--- src/hw/cbr_regs.svh ---
// register offsets, field positions, reset values, write masks and identity values of the config bank
`ifndef CBR_REGS_SVH
`define CBR_REGS_SVH
`define CBR_OFS_FREQ_SLEW      8'h03
`define CBR_OFS_RSVD4          8'h04
`define CBR_OFS_REV_VENDOR     8'h05
`define CBR_OFS_DEV_TYPE_ID    8'h06
`define CBR_OFS_READ_COUNT     8'h07
`define CBR_OFS_RSVD8          8'h08
`define CBR_OFS_RSVD9          8'h09
`define CBR_OFS_PD_RESTORE     8'h0A
`define CBR_BIT_FREQ_EN        5
`define CBR_BIT_FREQ_HI        4
`define CBR_BIT_FREQ_LO        3
`define CBR_BIT_FB_EDGE        0
`define CBR_BIT_KEEP_CFG       6
`define CBR_RST_FREQ_SLEW      8'hC7
`define CBR_RST_READ_COUNT     8'h08
`define CBR_RST_PD_RESTORE     8'h00
`define CBR_RST_RSVD           8'h00
`define CBR_MASK_FREQ_SLEW     8'h39
`define CBR_MASK_READ_COUNT    8'h1F
`define CBR_MASK_PD_RESTORE    8'h40
// neutral identity values, chosen arbitrarily
`define CBR_ID_REVISION        4'hA
`define CBR_ID_MAKER           4'h5
`define CBR_ID_PART_CLASS      2'h2
`define CBR_ID_PART_NUMBER     6'h15
`endif

--- src/hw/cbr_pkg.sv ---
// types shared by the config bank modules
package cbr_pkg;
  typedef enum logic [1:0] {
    CBR_FREQ_100M = 2'h0,
    CBR_FREQ_50M  = 2'h1,
    CBR_FREQ_125M = 2'h2,
    CBR_FREQ_RSVD = 2'h3
  } cbr_freq_e;
  typedef enum logic [2:0] {
    CBR_ST_IDLE  = 3'h1,
    CBR_ST_COUNT = 3'h2,
    CBR_ST_DATA  = 3'h4
  } cbr_wr_st_e;
  typedef logic [7:0] cbr_byte_t;
endpackage

--- src/hw/cbr_sync.sv ---
// three-stage pin synchroniser, change accepted when stages two and three agree
`timescale 1ns/1ps
`default_nettype none
module cbr_sync (
  // clock and reset
  input  wire logic ref_clk_i,
  input  wire logic rst_n_i,
  input  wire logic clk_en_i,
  input  wire logic rst_val_i,
  // pin in, clean level out
  input  wire logic pin_i,
  output logic      level_o
);
  logic [2:0] stg_ff;
  logic [2:0] nxt_stg;
  logic       lvl_ff;
  logic       nxt_lvl;
  always_comb begin
    nxt_stg = {stg_ff[1:0], pin_i};
    nxt_lvl = (stg_ff[1] == stg_ff[2]) ? stg_ff[2] : lvl_ff;
  end
  always_ff @(posedge ref_clk_i or negedge rst_n_i) begin
    if (!rst_n_i) begin
      stg_ff <= 3'h0;
      lvl_ff <= 1'b0;
    end else if (clk_en_i) begin
      stg_ff <= nxt_stg;
      lvl_ff <= nxt_lvl;
    end
  end
  assign level_o = lvl_ff;
endmodule
`default_nettype wire

--- src/hw/cbr_freq_dec.sv ---
// decodes the effective output frequency from the software code and the pin strap
`timescale 1ns/1ps
`default_nettype none
module cbr_freq_dec
  import cbr_pkg::*;
(
  // controls
  input  wire logic      sw_en_i,
  input  wire logic [1:0] sw_code_i,
  input  wire logic [1:0] pin_code_i,
  // result
  output cbr_freq_e      freq_o,
  output logic           code_rsvd_o
);
  // software code steers only while the enable is set
  always_comb begin
    freq_o      = cbr_freq_e'(sw_en_i ? sw_code_i : pin_code_i);
    code_rsvd_o = (freq_o == CBR_FREQ_RSVD);
  end
endmodule
`default_nettype wire

--- src/hw/cbr_bank.sv ---
// configuration and identification bank, bytes 3 through 10, byte-wide access
`timescale 1ns/1ps
`default_nettype none
`include "cbr_regs.svh"
// Notes on behaviour
// [RULE1] byte 3 bit 5 enables software frequency selection; resets to 0
// [RULE2] byte 3 bits 4:3 pick 100M, 50M, 125M; 11 reserved; needs enable
// [RULE3] byte 3 bit 0 picks feedback edge rate, 1 fast; resets to 1
// [RULE4] byte 5 read-only: revision in 7:4, maker code in 3:0
// [RULE5] byte 6 returns fixed part class in 7:6 and part number in 5:0
// [RULE6] byte 7 bits 4:0 set block read length; resets to 8
// [RULE7] byte 10 bit 6 keeps config through power-down when 1, else clears
// [RULE8] bytes 4, 8 and 9 are reserved with no control effect
// [RULE9] block read returns the byte count first, then data bytes
// [RULE10] block write sends index, count, then bytes N to N+X-1, each acknowledged
// [RULE11] reserved and read-only bits ignore writes and read their defaults
// [RULE12] writable fields load defaults at power-on reset
module cbr_bank
  import cbr_pkg::*;
(
  // clock, reset, enable
  input  wire logic       ref_clk_i,
  input  wire logic       rst_n_i,
  input  wire logic       clk_en_i,
  // byte access from the serial engine
  input  wire logic       wr_stb_i,
  input  wire logic [7:0] addr_i,
  input  wire logic [7:0] wdata_i,
  output logic [7:0]      rdata_o,
  // block write framing from the serial engine
  input  wire logic       blk_start_i,
  input  wire logic       blk_byte_i,
  input  wire logic [7:0] blk_data_i,
  output logic            blk_ack_o,
  output logic            blk_busy_o,
  // power-down pin and strap
  input  wire logic       pd_n_pin_i,
  input  wire logic [1:0] freq_strap_i,
  // block controls
  output cbr_freq_e       freq_o,
  output logic            freq_rsvd_o,
  output logic            fb_fast_edge_o,
  output logic [4:0]      read_len_o
);
  // ==========================================================
  // power-down pin
  logic pd_n_lvl;
  logic pd_n_d_ff;
  logic nxt_pd_n_d;
  logic pd_enter;
  cbr_sync u_pd_sync (
    .ref_clk_i (ref_clk_i),
    .rst_n_i   (rst_n_i),
    .clk_en_i  (clk_en_i),
    .rst_val_i (1'b1),
    .pin_i     (pd_n_pin_i),
    .level_o   (pd_n_lvl)
  );
  assign pd_enter = pd_n_d_ff & ~pd_n_lvl;

  // ==========================================================
  // block write sequencer
  cbr_wr_st_e st_ff;
  cbr_wr_st_e nxt_st;
  logic [7:0] idx_ff;
  logic [7:0] nxt_idx;
  logic [7:0] left_ff;
  logic [7:0] nxt_left;
  logic       ack_ff;
  logic       nxt_ack;
  logic       bw_stb;
  logic [7:0] bw_addr;
  always_comb begin
    nxt_st   = st_ff;
    nxt_idx  = idx_ff;
    nxt_left = left_ff;
    nxt_ack  = 1'b0;
    bw_stb   = 1'b0;
    bw_addr  = idx_ff;
    unique case (st_ff)
      CBR_ST_IDLE: begin
        if (blk_start_i) begin
          nxt_idx = blk_data_i;
          nxt_ack = 1'b1; // RULE10
          nxt_st  = CBR_ST_COUNT;
        end
      end
      CBR_ST_COUNT: begin
        if (blk_byte_i) begin
          nxt_left = blk_data_i;
          nxt_ack  = 1'b1; // RULE10
          nxt_st   = (blk_data_i == 8'h00) ? CBR_ST_IDLE : CBR_ST_DATA;
        end
      end
      CBR_ST_DATA: begin
        if (blk_byte_i) begin
          bw_stb   = 1'b1;
          nxt_ack  = 1'b1; // RULE10
          nxt_idx  = idx_ff + 8'h01;
          nxt_left = left_ff - 8'h01;
          if (left_ff == 8'h01) begin
            nxt_st = CBR_ST_IDLE;
          end
        end
      end
      default: nxt_st = CBR_ST_IDLE;
    endcase
  end
  always_ff @(posedge ref_clk_i or negedge rst_n_i) begin
    if (!rst_n_i) begin
      st_ff     <= CBR_ST_IDLE;
      idx_ff    <= 8'h00;
      left_ff   <= 8'h00;
      ack_ff    <= 1'b0;
      pd_n_d_ff <= 1'b0;
    end else if (clk_en_i) begin
      st_ff     <= nxt_st;
      idx_ff    <= nxt_idx;
      left_ff   <= nxt_left;
      ack_ff    <= nxt_ack;
      pd_n_d_ff <= nxt_pd_n_d;
    end
  end
  assign nxt_pd_n_d = pd_n_lvl;
  assign blk_ack_o  = ack_ff;
  assign blk_busy_o = (st_ff != CBR_ST_IDLE);

  // ==========================================================
  // register storage
  logic       any_stb;
  logic [7:0] any_addr;
  logic [7:0] any_data;
  logic [7:0] freq_slew_ff;
  logic [7:0] nxt_freq_slew;
  logic [7:0] read_cnt_ff;
  logic [7:0] nxt_read_cnt;
  logic [7:0] pd_rest_ff;
  logic [7:0] nxt_pd_rest;
  logic       clear_cfg;

  // merge a writable field with fixed reserved bits
  function automatic logic [7:0] merge_field(input logic [7:0] old_v, input logic [7:0] new_v,
                                             input logic [7:0] mask);
    merge_field = (new_v & mask) | (old_v & ~mask);
  endfunction

  always_comb begin
    any_stb   = wr_stb_i | bw_stb;
    any_addr  = bw_stb ? bw_addr : addr_i;
    any_data  = bw_stb ? blk_data_i : wdata_i;
    clear_cfg = pd_enter & ~pd_rest_ff[`CBR_BIT_KEEP_CFG]; // RULE7
    nxt_freq_slew = freq_slew_ff;
    nxt_read_cnt  = read_cnt_ff;
    nxt_pd_rest   = pd_rest_ff;
    if (clear_cfg) begin
      nxt_freq_slew = `CBR_RST_FREQ_SLEW; // RULE7
      nxt_read_cnt  = `CBR_RST_READ_COUNT;
    end else if (any_stb) begin
      // bytes 4, 5, 6, 8, 9 have no storage, so writes there are dropped
      unique case (any_addr)
        `CBR_OFS_FREQ_SLEW:  nxt_freq_slew = merge_field(freq_slew_ff, any_data, `CBR_MASK_FREQ_SLEW); // RULE11
        `CBR_OFS_READ_COUNT: nxt_read_cnt  = merge_field(read_cnt_ff, any_data, `CBR_MASK_READ_COUNT); // RULE6
        `CBR_OFS_PD_RESTORE: nxt_pd_rest   = merge_field(pd_rest_ff, any_data, `CBR_MASK_PD_RESTORE); // RULE7
        default: ; // RULE8
      endcase
    end
  end
  always_ff @(posedge ref_clk_i or negedge rst_n_i) begin
    if (!rst_n_i) begin
      freq_slew_ff <= `CBR_RST_FREQ_SLEW; // RULE12
      read_cnt_ff  <= `CBR_RST_READ_COUNT; // RULE12
      pd_rest_ff   <= `CBR_RST_PD_RESTORE; // RULE12
    end else if (clk_en_i) begin
      freq_slew_ff <= nxt_freq_slew;
      read_cnt_ff  <= nxt_read_cnt;
      pd_rest_ff   <= nxt_pd_rest;
    end
  end

  // ==========================================================
  // read mux, registered
  logic [7:0] rdata_ff;
  logic [7:0] nxt_rdata;
  always_comb begin
    unique case (addr_i)
      `CBR_OFS_FREQ_SLEW:   nxt_rdata = freq_slew_ff;
      `CBR_OFS_REV_VENDOR:  nxt_rdata = {`CBR_ID_REVISION, `CBR_ID_MAKER}; // RULE4
      `CBR_OFS_DEV_TYPE_ID: nxt_rdata = {`CBR_ID_PART_CLASS, `CBR_ID_PART_NUMBER}; // RULE5
      `CBR_OFS_READ_COUNT:  nxt_rdata = read_cnt_ff;
      `CBR_OFS_PD_RESTORE:  nxt_rdata = pd_rest_ff;
      default:              nxt_rdata = `CBR_RST_RSVD; // RULE8
    endcase
  end
  always_ff @(posedge ref_clk_i or negedge rst_n_i) begin
    if (!rst_n_i) begin
      rdata_ff <= 8'h00;
    end else if (clk_en_i) begin
      rdata_ff <= nxt_rdata;
    end
  end
  assign rdata_o = rdata_ff;

  // ==========================================================
  // block controls
  cbr_freq_dec u_freq (
    .sw_en_i     (freq_slew_ff[`CBR_BIT_FREQ_EN]), // RULE1
    .sw_code_i   (freq_slew_ff[`CBR_BIT_FREQ_HI:`CBR_BIT_FREQ_LO]), // RULE2
    .pin_code_i  (freq_strap_i),
    .freq_o      (freq_o),
    .code_rsvd_o (freq_rsvd_o)
  );
  assign fb_fast_edge_o = freq_slew_ff[`CBR_BIT_FB_EDGE]; // RULE3
  // host reads this to frame block reads: count byte first, then this many data bytes
  assign read_len_o     = read_cnt_ff[4:0]; // RULE6 RULE9

  // ==========================================================
  // checks
  en_gate_a: assert property (@(posedge ref_clk_i) disable iff (!rst_n_i)
    !freq_slew_ff[`CBR_BIT_FREQ_EN] |-> freq_o == cbr_freq_e'(freq_strap_i))
    else $error("frequency followed software code while disabled"); // RULE1
  sw_code_a: assert property (@(posedge ref_clk_i) disable iff (!rst_n_i)
    freq_slew_ff[`CBR_BIT_FREQ_EN] |-> freq_o == cbr_freq_e'(freq_slew_ff[4:3]))
    else $error("enabled frequency code not applied"); // RULE2
  edge_rate_a: assert property (@(posedge ref_clk_i) disable iff (!rst_n_i)
    clk_en_i && wr_stb_i && !bw_stb && !clear_cfg && addr_i == `CBR_OFS_FREQ_SLEW
    |=> fb_fast_edge_o == $past(wdata_i[0]))
    else $error("feedback edge rate not written"); // RULE3
  id_read_a: assert property (@(posedge ref_clk_i) disable iff (!rst_n_i)
    clk_en_i && addr_i == `CBR_OFS_REV_VENDOR |=> rdata_o == 8'hA5)
    else $error("identity byte wrong"); // RULE4
  part_read_a: assert property (@(posedge ref_clk_i) disable iff (!rst_n_i)
    clk_en_i && addr_i == `CBR_OFS_DEV_TYPE_ID |=> rdata_o == 8'h95)
    else $error("part byte wrong"); // RULE5
  count_wr_a: assert property (@(posedge ref_clk_i) disable iff (!rst_n_i)
    clk_en_i && wr_stb_i && !bw_stb && !clear_cfg && addr_i == `CBR_OFS_READ_COUNT
    |=> read_len_o == $past(wdata_i[4:0]) && read_cnt_ff[7:5] == 3'h0)
    else $error("read count not stored"); // RULE6
  pd_clear_a: assert property (@(posedge ref_clk_i) disable iff (!rst_n_i)
    clk_en_i && clear_cfg |=> read_len_o == 5'h08 && freq_slew_ff == 8'hC7)
    else $error("config not cleared on power-down"); // RULE7
  rsvd_read_a: assert property (@(posedge ref_clk_i) disable iff (!rst_n_i)
    clk_en_i && (addr_i == `CBR_OFS_RSVD4 || addr_i == `CBR_OFS_RSVD9) |=> rdata_o == 8'h00)
    else $error("reserved byte not zero"); // RULE8
  blk_ack_a: assert property (@(posedge ref_clk_i) disable iff (!rst_n_i)
    clk_en_i && blk_byte_i && st_ff != CBR_ST_IDLE |=> blk_ack_o)
    else $error("block byte not acknowledged"); // RULE10
  rsvd_bits_a: assert property (@(posedge ref_clk_i) disable iff (!rst_n_i)
    (freq_slew_ff & ~8'h39) == 8'hC6 && (pd_rest_ff & ~8'h40) == 8'h00)
    else $error("reserved bits changed"); // RULE11

  // ==========================================================
  // checks on held state and block framing
  rsvd_code_a: assert property (@(posedge ref_clk_i) disable iff (!rst_n_i)
    freq_slew_ff[`CBR_BIT_FREQ_EN] && freq_slew_ff[4:3] == 2'h3 |-> freq_rsvd_o)
    else $error("reserved frequency code not flagged"); // RULE2

  strap_code_a: assert property (@(posedge ref_clk_i) disable iff (!rst_n_i)
    !freq_slew_ff[`CBR_BIT_FREQ_EN] && freq_strap_i != 2'h3 |-> !freq_rsvd_o)
    else $error("reserved flag raised while software code disabled"); // RULE1

  ro_write_a: assert property (@(posedge ref_clk_i) disable iff (!rst_n_i)
    clk_en_i && any_stb && !clear_cfg && (any_addr == `CBR_OFS_REV_VENDOR || any_addr == `CBR_OFS_DEV_TYPE_ID)
    |=> $stable(freq_slew_ff) && $stable(read_cnt_ff) && $stable(pd_rest_ff))
    else $error("write to read-only byte changed state"); // RULE11

  rsvd_write_a: assert property (@(posedge ref_clk_i) disable iff (!rst_n_i)
    clk_en_i && any_stb && !clear_cfg
    && (any_addr == `CBR_OFS_RSVD4 || any_addr == `CBR_OFS_RSVD8 || any_addr == `CBR_OFS_RSVD9)
    |=> $stable(freq_slew_ff) && $stable(read_cnt_ff) && $stable(pd_rest_ff))
    else $error("write to reserved byte changed state"); // RULE8

  keep_cfg_a: assert property (@(posedge ref_clk_i) disable iff (!rst_n_i)
    clk_en_i && pd_enter && pd_rest_ff[`CBR_BIT_KEEP_CFG] && !any_stb
    |=> $stable(freq_slew_ff) && $stable(read_cnt_ff))
    else $error("config lost in power-down while keep set"); // RULE7

  pd_self_a: assert property (@(posedge ref_clk_i) disable iff (!rst_n_i)
    clk_en_i && clear_cfg |=> $stable(pd_rest_ff))
    else $error("restore byte changed by power-down clear"); // RULE7

  pd_edge_a: assert property (@(posedge ref_clk_i) disable iff (!rst_n_i)
    clk_en_i && clear_cfg |=> fb_fast_edge_o)
    else $error("edge rate not back to fast after clear"); // RULE7

  blk_count_a: assert property (@(posedge ref_clk_i) disable iff (!rst_n_i)
    clk_en_i && st_ff == CBR_ST_DATA && blk_byte_i && !clear_cfg && idx_ff == `CBR_OFS_READ_COUNT
    |=> read_len_o == $past(blk_data_i[4:0]))
    else $error("block data byte not stored at its index"); // RULE10

  blk_idle_a: assert property (@(posedge ref_clk_i) disable iff (!rst_n_i)
    clk_en_i && st_ff == CBR_ST_IDLE && !blk_start_i |=> !blk_ack_o)
    else $error("acknowledge without a block start"); // RULE10

  blk_done_a: assert property (@(posedge ref_clk_i) disable iff (!rst_n_i)
    clk_en_i && st_ff == CBR_ST_DATA && blk_byte_i && left_ff == 8'h01 |=> !blk_busy_o)
    else $error("block write not ended after last byte"); // RULE10

  blk_step_a: assert property (@(posedge ref_clk_i) disable iff (!rst_n_i)
    clk_en_i && st_ff == CBR_ST_DATA && blk_byte_i |=> idx_ff == $past(idx_ff) + 8'h01)
    else $error("block index not advanced"); // RULE10

  cfg_hold_a: assert property (@(posedge ref_clk_i) disable iff (!rst_n_i)
    clk_en_i && !any_stb && !clear_cfg
    |=> $stable(freq_slew_ff) && $stable(read_cnt_ff) && $stable(pd_rest_ff))
    else $error("config changed with no write"); // RULE11

  rd_follow_a: assert property (@(posedge ref_clk_i) disable iff (!rst_n_i)
    clk_en_i && addr_i == `CBR_OFS_READ_COUNT |=> rdata_o == $past(read_cnt_ff))
    else $error("read count byte not returned"); // RULE6

  count_rsvd_a: assert property (@(posedge ref_clk_i) disable iff (!rst_n_i)
    read_cnt_ff[7:5] == 3'h0)
    else $error("read count reserved bits set"); // RULE11
endmodule
`default_nettype wire

--- config.mk ---
export PLATFORM = sky130hd
export DESIGN_NAME = cbr_bank
export DESIGN_NICKNAME = d
export VERILOG_FILES = /design/src/hw/cbr_pkg.sv /design/src/hw/cbr_sync.sv /design/src/hw/cbr_freq_dec.sv /design/src/hw/cbr_bank.sv
export VERILOG_INCLUDE_DIRS = /design/src /design/src/hw
export SDC_FILE = /design/constraint.sdc
export NUM_CORES = 1
export LEC_CHECK = 0
export ABC_AREA = 1
export BUFFER_PORTS_ARGS = -buffer_cell sky130_fd_sc_hd__buf_2
export CAP_MARGIN = 20
export CORE_ASPECT_RATIO = 0.8
export CORE_UTILIZATION = 50
export CTS_BUF_LIST = sky130_fd_sc_hd__clkbuf_4 sky130_fd_sc_hd__clkbuf_8
export CTS_CLUSTER_SIZE = 14
export DETAILED_ROUTE_END_ITERATION = 12
export PLACE_DENSITY = 0.73
export SLEW_MARGIN = 5
export SYNTH_ARGS = -nofsm -noshare
export SYNTH_HDL_FRONTEND = slang
export SYNTH_SLANG_ARGS = --single-unit
--- constraint.sdc ---
create_clock -name ref_clk_i -period 1.7 [get_ports ref_clk_i]
set_input_delay 0 -clock ref_clk_i [delete_from_list [all_inputs] [get_ports ref_clk_i]]
set_output_delay 0 -clock ref_clk_i [all_outputs]
set_load 0.1 [all_outputs]
Word-level counts from Yosys, hierarchy flattened:

Index checks and enable logic that the tools add are counted.

* add/subtract/negate cells: 2
* equal/unequal tests: 19
* muxes and demuxes: 26
* bitwise logic cells: 9
* reduce and logical (&&, ||, !) cells: 14

Operator list (number)
* 8-bit 2-to-1 mux: 11
* 8-bit one-hot mux with 5 select lines: 1
* 8-bit by 3-bit == test with 1-bit output, second input constant: 4
* 8-bit one-hot mux with 2 select lines: 2
* 8-bit by 2-bit == test with 1-bit output, second input constant: 2
* 8-bit by 4-bit == test with 1-bit output, second input constant: 2
* 3-bit 2-to-1 mux: 5
* 4-bit AND reduction: 3
* 2-bit nonzero test: 5
* 3-bit one-hot mux with 3 select lines: 1
* 8-bit by 1-bit adder with 8-bit output, second input constant: 1
* 8-bit by 1-bit == test with 1-bit output, second input constant: 1
* 8-bit zero test: 1
* 2-bit != test, second input constant: 4
* 5-bit by 8-bit OR with 8-bit output: 1
* 6-bit by 8-bit OR with 8-bit output: 1
* 7-bit by 8-bit OR with 8-bit output: 1
* 8-bit by 1-bit subtractor with 8-bit output, second input constant: 1
* 7-bit 2-to-1 mux: 1
* 3-bit AND reduction: 2
* 5-bit AND reduction: 1
* 3-bit by 1-bit == test with 1-bit output, second input constant: 1
* 3-bit by 2-bit == test with 1-bit output, second input constant: 1
* 3-bit == test, second input constant: 1
* other kinds (11): 16

* bits in registers: 57
* output and inout bits: 19

Longest topological paths before layout:

Gate-level depths: netlist (run 1).

* word-level depth: 7
* mapped depth: 11
* depth with buffers taken out: 10

Modules after synthesis:

Synthesis (run 1) repeated with hierarchy kept, for this count alone.

* cell total of the unflattened synthesis: 394
* area total of the unflattened synthesis: 2813.9 sq um

By module, submodules not included
* cbr_bank: times used 1, cells each 360, area an instance 2597.5 sq um, seq. area each 1006.0 sq um
* cbr_sync: times used 1, cells each 20, area an instance 163.9 sq um, seq. area each 100.1 sq um
* cbr_freq_dec: times used 1, cells each 14, area an instance 52.6 sq um, seq. area each 0.0 sq um

Worst setup path after synthesis (run 1):

No wires, ideal clock.

* path type: reg-to-reg
* from: register st_ff[2]
* to: register idx_ff[5], in the netlist bw_addr[5]
* setup time: 126 ps
* arrival time: 1882 ps
* data required time: 1574 ps
* slack: -308 ps
* cell stages (with the launch flop): 9
* path buffers: 2
* period minus slack after synthesis: 2008 ps
* path through: dfrtp_1 buf_4 inv_1 nand3_2 o21ai_2 a21oi_4 buf_6 nor2_1 a31oi_1

* longest elaborated chain between the ends: 3
* elaborated cells between the ends (all ways): 7
* those cells by class: eq/ne (4); mux (1); reduce/logical (2)

RTL lines
* from (decl): line cbr_bank.sv:63 `cbr_wr_st_e st_ff;`
* from (signal assigned): line cbr_bank.sv:117 `st_ff <= nxt_st;`
* 3-bit == test / 3-bit by 1-bit == test with 1-bit output (equally long branches): line cbr_bank.sv:80 `unique case (st_ff)`
* 2-bit != test (no line) / 2-bit nonzero test (equally long branches)
* 4-bit AND reduction (no line)
* to (signal assigned): line cbr_bank.sv:118 `idx_ff <= nxt_idx;`
* to (decl): line cbr_bank.sv:65 `logic [7:0] idx_ff;`

Several ways; a longest one is shown, not always the timed one.
A chain may end at the register's enable or synchronous reset.

Worst setup path in the final report (run 1):

* from: register st_ff[0]
* to: register idx_ff[7], in the netlist bw_addr[7]

Same word-level chain as after synthesis.

==> results of run 1 <==
critical path: cells and delay by family (launching register included):
kind	cells	cell delay (ns)
and+or+nand+nor	2	0.18
DFF	1	0.59
AOI/OAI and AO/OA	3	0.61
buffers and inverters	1	0.14
through the flow:
step	setup WS (ns)	hold slack (ns)	util (%)	cell area, um^2	setup TNS [ns]
after floorplan	0.00108	-0.296	-	2770	0
after global placement	0.0929	0.119	59.9	3080	0
after detailed placement	0.0255	0.119	59.9	3080	0
after CTS	0.0149	0.0148	62.4	3210	0
after global routing	-0.0168	0.0255	63.7	3280	-0.0739
final	0.109	0.0186	63.7	3280	0
per-layer routing:
metal	track usage [%]	up-vias	share of wire, %	wire length, um
met5	0	-	0	0
met4	8.69	0	1.2	83
met3	4.58	8	5.0	340
met2	38.5	58	44	3020
met1	36.7	1223	50	3420
li1	-	1356	-	-
cells in the mapped netlist, types with 2 or more instances:
library cell and instances:
a21o_1 4, a21oi_1 15, a31oi_1 10, buf_2 3, buf_6 2, clkbuf_1 5, dfrtp_1 40, dfstp_2 4
ha_1 3, inv_1 42, nand2_1 106, nand2_2 4, nand2_4 2, nand3_1 34, nand3_2 2, nand3_4 3
nand4_1 6, nor2_1 39, nor2_4 4, nor3_1 6, o21ai_0 24, or2_2 3, xor2_1 3
power by group:
group / internal [W] / total, W / switching (W) / leakage [nW]
combinational: 0.000763 / 0.00284 / 0.00208 / 1.14
clock: 0.000347 / 0.000720 / 0.000373 / 0.0479
sequential: 0.00143 / 0.00179 / 0.000354 / 0.541
worst max path at each step:
stage | from | to | slack [ns] | cells past startpoint
after floorplan | st_ff[2] | bw_addr[5] | 0.001 | 8
after global placement | st_ff[1] | read_cnt_ff[4] | 0.09 | 9
after detailed placement | st_ff[1] | read_cnt_ff[0] | 0.03 | 9
after CTS | st_ff[1] | read_cnt_ff[0] | 0.01 | 9
after global routing | st_ff[0] | freq_slew_ff[4] | -0.02 | 9
final | st_ff[0] | bw_addr[7] | 0.11 | 6
logic make-up (layout without fill, tap and decap cells):
kind of cell             count (synthesis)  after routing
AO/OA/AOI/OAI                           60             60
XOR/XNOR                                 4              4
adder cells (fa/ha/maj)                  3              3
buffers and inverters                   54            116
flip-flops                              44             44
multiplexers                             1              1
AND/OR/NAND/NOR                        213            214
timing repair:
action,CTS,global route
endpoints found under the setup margin,0,19
hold buffers,3,0
gates resized for setup,0,7
hold endpoints to repair,42,0
setup buffers,0,5
registers in the layout (all words and copies together), names as in the netlist:
name and count:
bw_addr 8, left_ff 8, rdata_o 8, freq_slew_ff 5, read_cnt_ff 5, st_ff 3
u_pd_sync.stg_ff 3, blk_ack_o 1, pd_n_d_ff 1, pd_rest_ff 1, u_pd_sync.level_o 1
layout make-up:
type                    count  area, um^2  area share, %
multi-input cells         282        1460           44.5
inverters                  43         164           5.00
clock inverters             1        7.51          0.229
well taps                  62        77.6           2.36
clock buffers               7        90.1           2.75
repair buffers             65         373           11.4
flip-flops and latches     44        1110           33.8
==> results.cfg, run 1 <==
[outcome]
status = finished clean

[final_layout]
drive_above_1_share_pct = 23.5
final_common_cell = nand2_1
layout_common_cells = 104 x nand2_1, 49 x buf_2, 42 x inv_1
fin_nets = 477
n_fill_cell = 473
final_cells = 504
antennaDiodeCount = 0
area_delta_synth_final_pct = 19.0

[power]
p_leak_nw = 1.73
powerDensity_nw_per_um2 = 1630
irDropWorstVdd_mv = 1.20
finalPower_w = 0.00535

[global_routing]
grt_pass1_vias = 2362
antenna_found_initial = 0
grt_max_degree = 45
grt_pass1_wl_mm = 11.2
grtUsageTotal_pct = 25.4
grt_overflow_total = 0

[route]
drt_wl_total_mm = 6.86
drtPass1Iterations = 4
drtAntennaViolNets = 0
drc_errors = 0
wire_per_inst_um = 13.6
drtIter0Drc = 158
vias_per_cell = 5.25
num_vias = 2645

[clock_tree]
cts_tree = built
clk_pin_slew_worst_paths_ns = 0.09
clock_latency_ns = 0.31
cts_sinks = 44
ctsRootBufferMaster = clkbuf_8
clockBufferDepth = 2
htree_levels = 2
cts_buffers = 5

[logic_synthesis]
yosys.area_share.simple_pct = 36.1
ys_seq_area_share_pct = 40.1
synth_cells = 379
synth_cell_types = 38
yosys.area_share.adder_pct = 1.36
async_flop_share_pct = 100
synth_top_area_cell = dfrtp_1
synth_mux_area_share_pct = 0.363
yosysWarnings = 0
synth_top_family_by_area = simple AND/OR/NAND/NOR gates
synthXorXnorAreaFrac_pct = 1.27
synth_compound_area_share_pct = 12.7
avgSynthCellArea_um2 = 7.28
synth_fp_nets = 415
synth_edf_count = 0
ys.flop_type = dfrtp_1
synthesis.area_um2 = 2760
synth.top_cell.area_share_pct = 36.3
ys_seq_elements = 44
netlist_top_cells_area = dfrtp_1 36%, nand2_1 14%, nand3_1 6.2%, inv_1 5.7%, nor2_1 5.3%

[critical_path]
cp_max_fo = 5
path_cells = buf_4, nand3_4, o21ai_2, a21o_1, nor2_1, a21oi_1
end_kind = register
critical_path_class = register to register
max_stage_delay_ns = 0.59
slowest_stage = dfstp_2
worstRegToRegCells = 6
r2r_setup_slack_ns = 0.11
critPathArrivalTime_ns = 1.84
crit_required_ns = 1.94
regToRegStartpoint = st_ff[0]
r2r_end = bw_addr[7]
crit_path_start_kind = register

[place]
place_inst = 487
port_buffers = 50
gp_congestion = 0.875
place.detailed.hpwl_mm = 5.16

[sta]
tightest_slew_ns = 0.559
finalCritPeriodShare_pct = 93.6
max_slew_margin_pct = 62.7
slew_violations = 0
worst_clock_skew_ns = 0.0142
setup_viol = 0
hold_viol = 0
fmax_mhz = 628
rsz0062_at_grt = true
fin_crit_ns = 1.59

[floorplan]
die_area_um2 = 5820
rows = 23
start_util_pct = 53.5
die_height_um = 68.4
core_um2 = 5150
fp.dieW_um = 85.0
ios = 52

[worst_hold_path]
worstHoldPathType = input port to register
hp-start = blk_data_i[6]
whs_path_depth = 3
holdPathEnd = bw_addr[6]

[job]
cap_viol_max_count = 0
No activity file was read; power rests on OpenSTA's default activity.
==> run 2, diff against run 1 <==
--- a/config.mk
+++ b/config.mk
@@ -9,12 +9,14 @@
 export ABC_AREA = 1
 export BUFFER_PORTS_ARGS = -buffer_cell sky130_fd_sc_hd__buf_2
 export CAP_MARGIN = 20
+export CELL_PAD_IN_SITES_DETAIL_PLACEMENT = 0
+export CELL_PAD_IN_SITES_GLOBAL_PLACEMENT = 1
 export CORE_ASPECT_RATIO = 0.8
-export CORE_UTILIZATION = 50
+export CORE_UTILIZATION = 41
 export CTS_BUF_LIST = sky130_fd_sc_hd__clkbuf_4 sky130_fd_sc_hd__clkbuf_8
 export CTS_CLUSTER_SIZE = 14
 export DETAILED_ROUTE_END_ITERATION = 12
-export PLACE_DENSITY = 0.73
+export PLACE_DENSITY_LB_ADDON = 0.1
 export SLEW_MARGIN = 5
 export SYNTH_ARGS = -nofsm -noshare
 export SYNTH_HDL_FRONTEND = slang
==> run 2 against run 1 <==
Maximum frequency shrank 1.8%. First-iteration DRC count shrank 30%. Clock-buffer cell count shrank 1. Register-to-register slack lost 0.03 ns. Worst setup slack lost 0.030 ns. Critical path depth grew 3. Clock skew shrank 0.0074 ns. Global-route usage shrank 3.1 points. Largest power group unchanged.
==> results.cfg, run 2 (synthesis results as in run 1) <==
[clock_tree]
cts_tree = built
cts_buffers = 5
clockBufferDepth = 2
clock_latency_ns = 0.30
cts_sinks = 44
htree_levels = 2
ctsRootBufferMaster = clkbuf_8
clk_pin_slew_worst_paths_ns = 0.09

[worst_hold_path]
worstHoldPathType = input port to register
hp-start = blk_data_i[6]
holdPathEnd = bw_addr[6]
whs_path_depth = 3

[floorplan]
die_height_um = 75.4
fp.dieW_um = 93.7
start_util_pct = 42.8
ios = 52
die_area_um2 = 7060
rows = 26
core_um2 = 6440

[place]
port_buffers = 50
gp_congestion = 0.829
postPlaceCellArea_um2 = 3180
place.detailed.hpwl_mm = 5.54
place_inst = 515

[route]
wire_per_inst_um = 13.6
drt_wl_total_mm = 7.16
vias_per_cell = 4.99
num_vias = 2628
drtPass1Iterations = 4
drtAntennaViolNets = 0
drtIter0Drc = 110
drc_errors = 0

[global_routing]
grtUsageTotal_pct = 22.3
groute.layer.met3.usage_pct = 3.59
grt_pass1_wl_mm = 11.8
antenna_found_initial = 0
grt_overflow_total = 0
grt_pass1_vias = 2397
busiest_layer = met1
use_met1_pct = 33.8
grt_max_degree = 27
grt_util_met2_pct = 32.6

[sta]
max_slew_margin_pct = 67.1
worst_clock_skew_ns = 0.00683
holdWs_ns = 0.00627
hold_viol = 0
fmax_mhz = 617
fin_crit_ns = 1.62
rsz0062_at_grt = true
tightest_slew_ns = 0.496
setup_viol = 0
finalCritPeriodShare_pct = 95.3
slew_violations = 0

[power]
p_leak_nw = 1.76
powerDensity_nw_per_um2 = 1660
finalPower_w = 0.00552
irDropWorstVdd_mv = 1.22

[job]
cap_viol_max_count = 0

[final_layout]
layout_common_cells = 106 x nand2_1, 50 x buf_2, 42 x inv_1
fin_nets = 478
area_delta_synth_final_pct = 20.9
final_cells = 527
antennaDiodeCount = 0
final_cell_area_um2 = 3330
final_common_cell = nand2_1
n_fill_cell = 685
utilization_pct = 51.8
drive_above_1_share_pct = 23.3

[critical_path]
critPathArrivalTime_ns = 1.86
crit_required_ns = 1.94
r2r_setup_slack_ns = 0.08
cp_max_fo = 6
r2r_end = read_cnt_ff[2]
critical_path_class = register to register
crit_path_start_kind = register
regToRegStartpoint = st_ff[0]
worstRegToRegCells = 9
end_kind = register

[outcome]
status = finished clean
## run 2: cell count changes in the layout (fill, tap and decap cells not counted), sizes merged
cell,delta
clkbuf,-2
nand3,-1
clkinvlp,-1
buf,+3
bufinv,+1
clkinv,+1
## run 2: how the worst max path moves through the flow
stage                   from  slack [ns]             end
finish              st_ff[0]        0.08  read_cnt_ff[2]
global route        st_ff[0]       -0.03  read_cnt_ff[0]
CTS                 st_ff[1]        0.06  read_cnt_ff[2]
detailed placement  st_ff[1]         0.1  read_cnt_ff[2]
global placement    st_ff[1]        0.12  read_cnt_ff[4]
floorplan           st_ff[2]       0.001      bw_addr[5]
## run 2: critical path, cell delays in order (launching register included)
cell and delay [ns]:
dfstp_2 0.61, nor2_4 0.08, buf_4 0.15, nand4_1 0.07, nand2_1 0.11, nor2_4 0.18, nand3_4 0.13, nand2_4 0.10
nand2_1 0.07, nand2_1 0.06
## run 2: area by class of cell
class | count | area (um^2) | share of cell area, %
Clock buffer | 6 | 76.3 | 2.29
Tap cell | 84 | 105 | 3.15
Inverter | 43 | 161 | 4.84
Multi-Input combinational cell | 281 | 1440 | 43.2
Clock inverter | 2 | 35.0 | 1.05
Sequential cell | 44 | 1110 | 33.2
Timing Repair Buffer | 67 | 410 | 12.3
## run 2: report_power, final
part | switching, W | internal, W | leakage (nW)
registers | 0.000352 | 0.00143 | 0.541
clock network | 0.000375 | 0.000453 | 0.0586
logic | 0.00210 | 0.000807 | 1.16
total | 0.00283 | 0.00269 | 1.76
## run 2: metrics by stage
stage                     setup TNS [ns]  setup slack [ns]
after floorplan                        0           0.00108
after global placement                 0             0.116
after detailed placement               0            0.0992
after CTS                              0            0.0620
after global routing              -0.147           -0.0346
final                                  0            0.0793
## run 2: what timing repair did
action	CTS	global route
hold endpoints to repair	20	0
gates resized for setup	0	3
setup endpoints to repair	0	17
hold buffers	3	0
setup buffers	0	1
## run 2: routing by layer
layer / routed length [um] / up-vias
met5: 0 / -
met4: 78 / 0
met3: 299 / 7
met2: 2970 / 46
met1: 3820 / 1206
li1: - / 1369
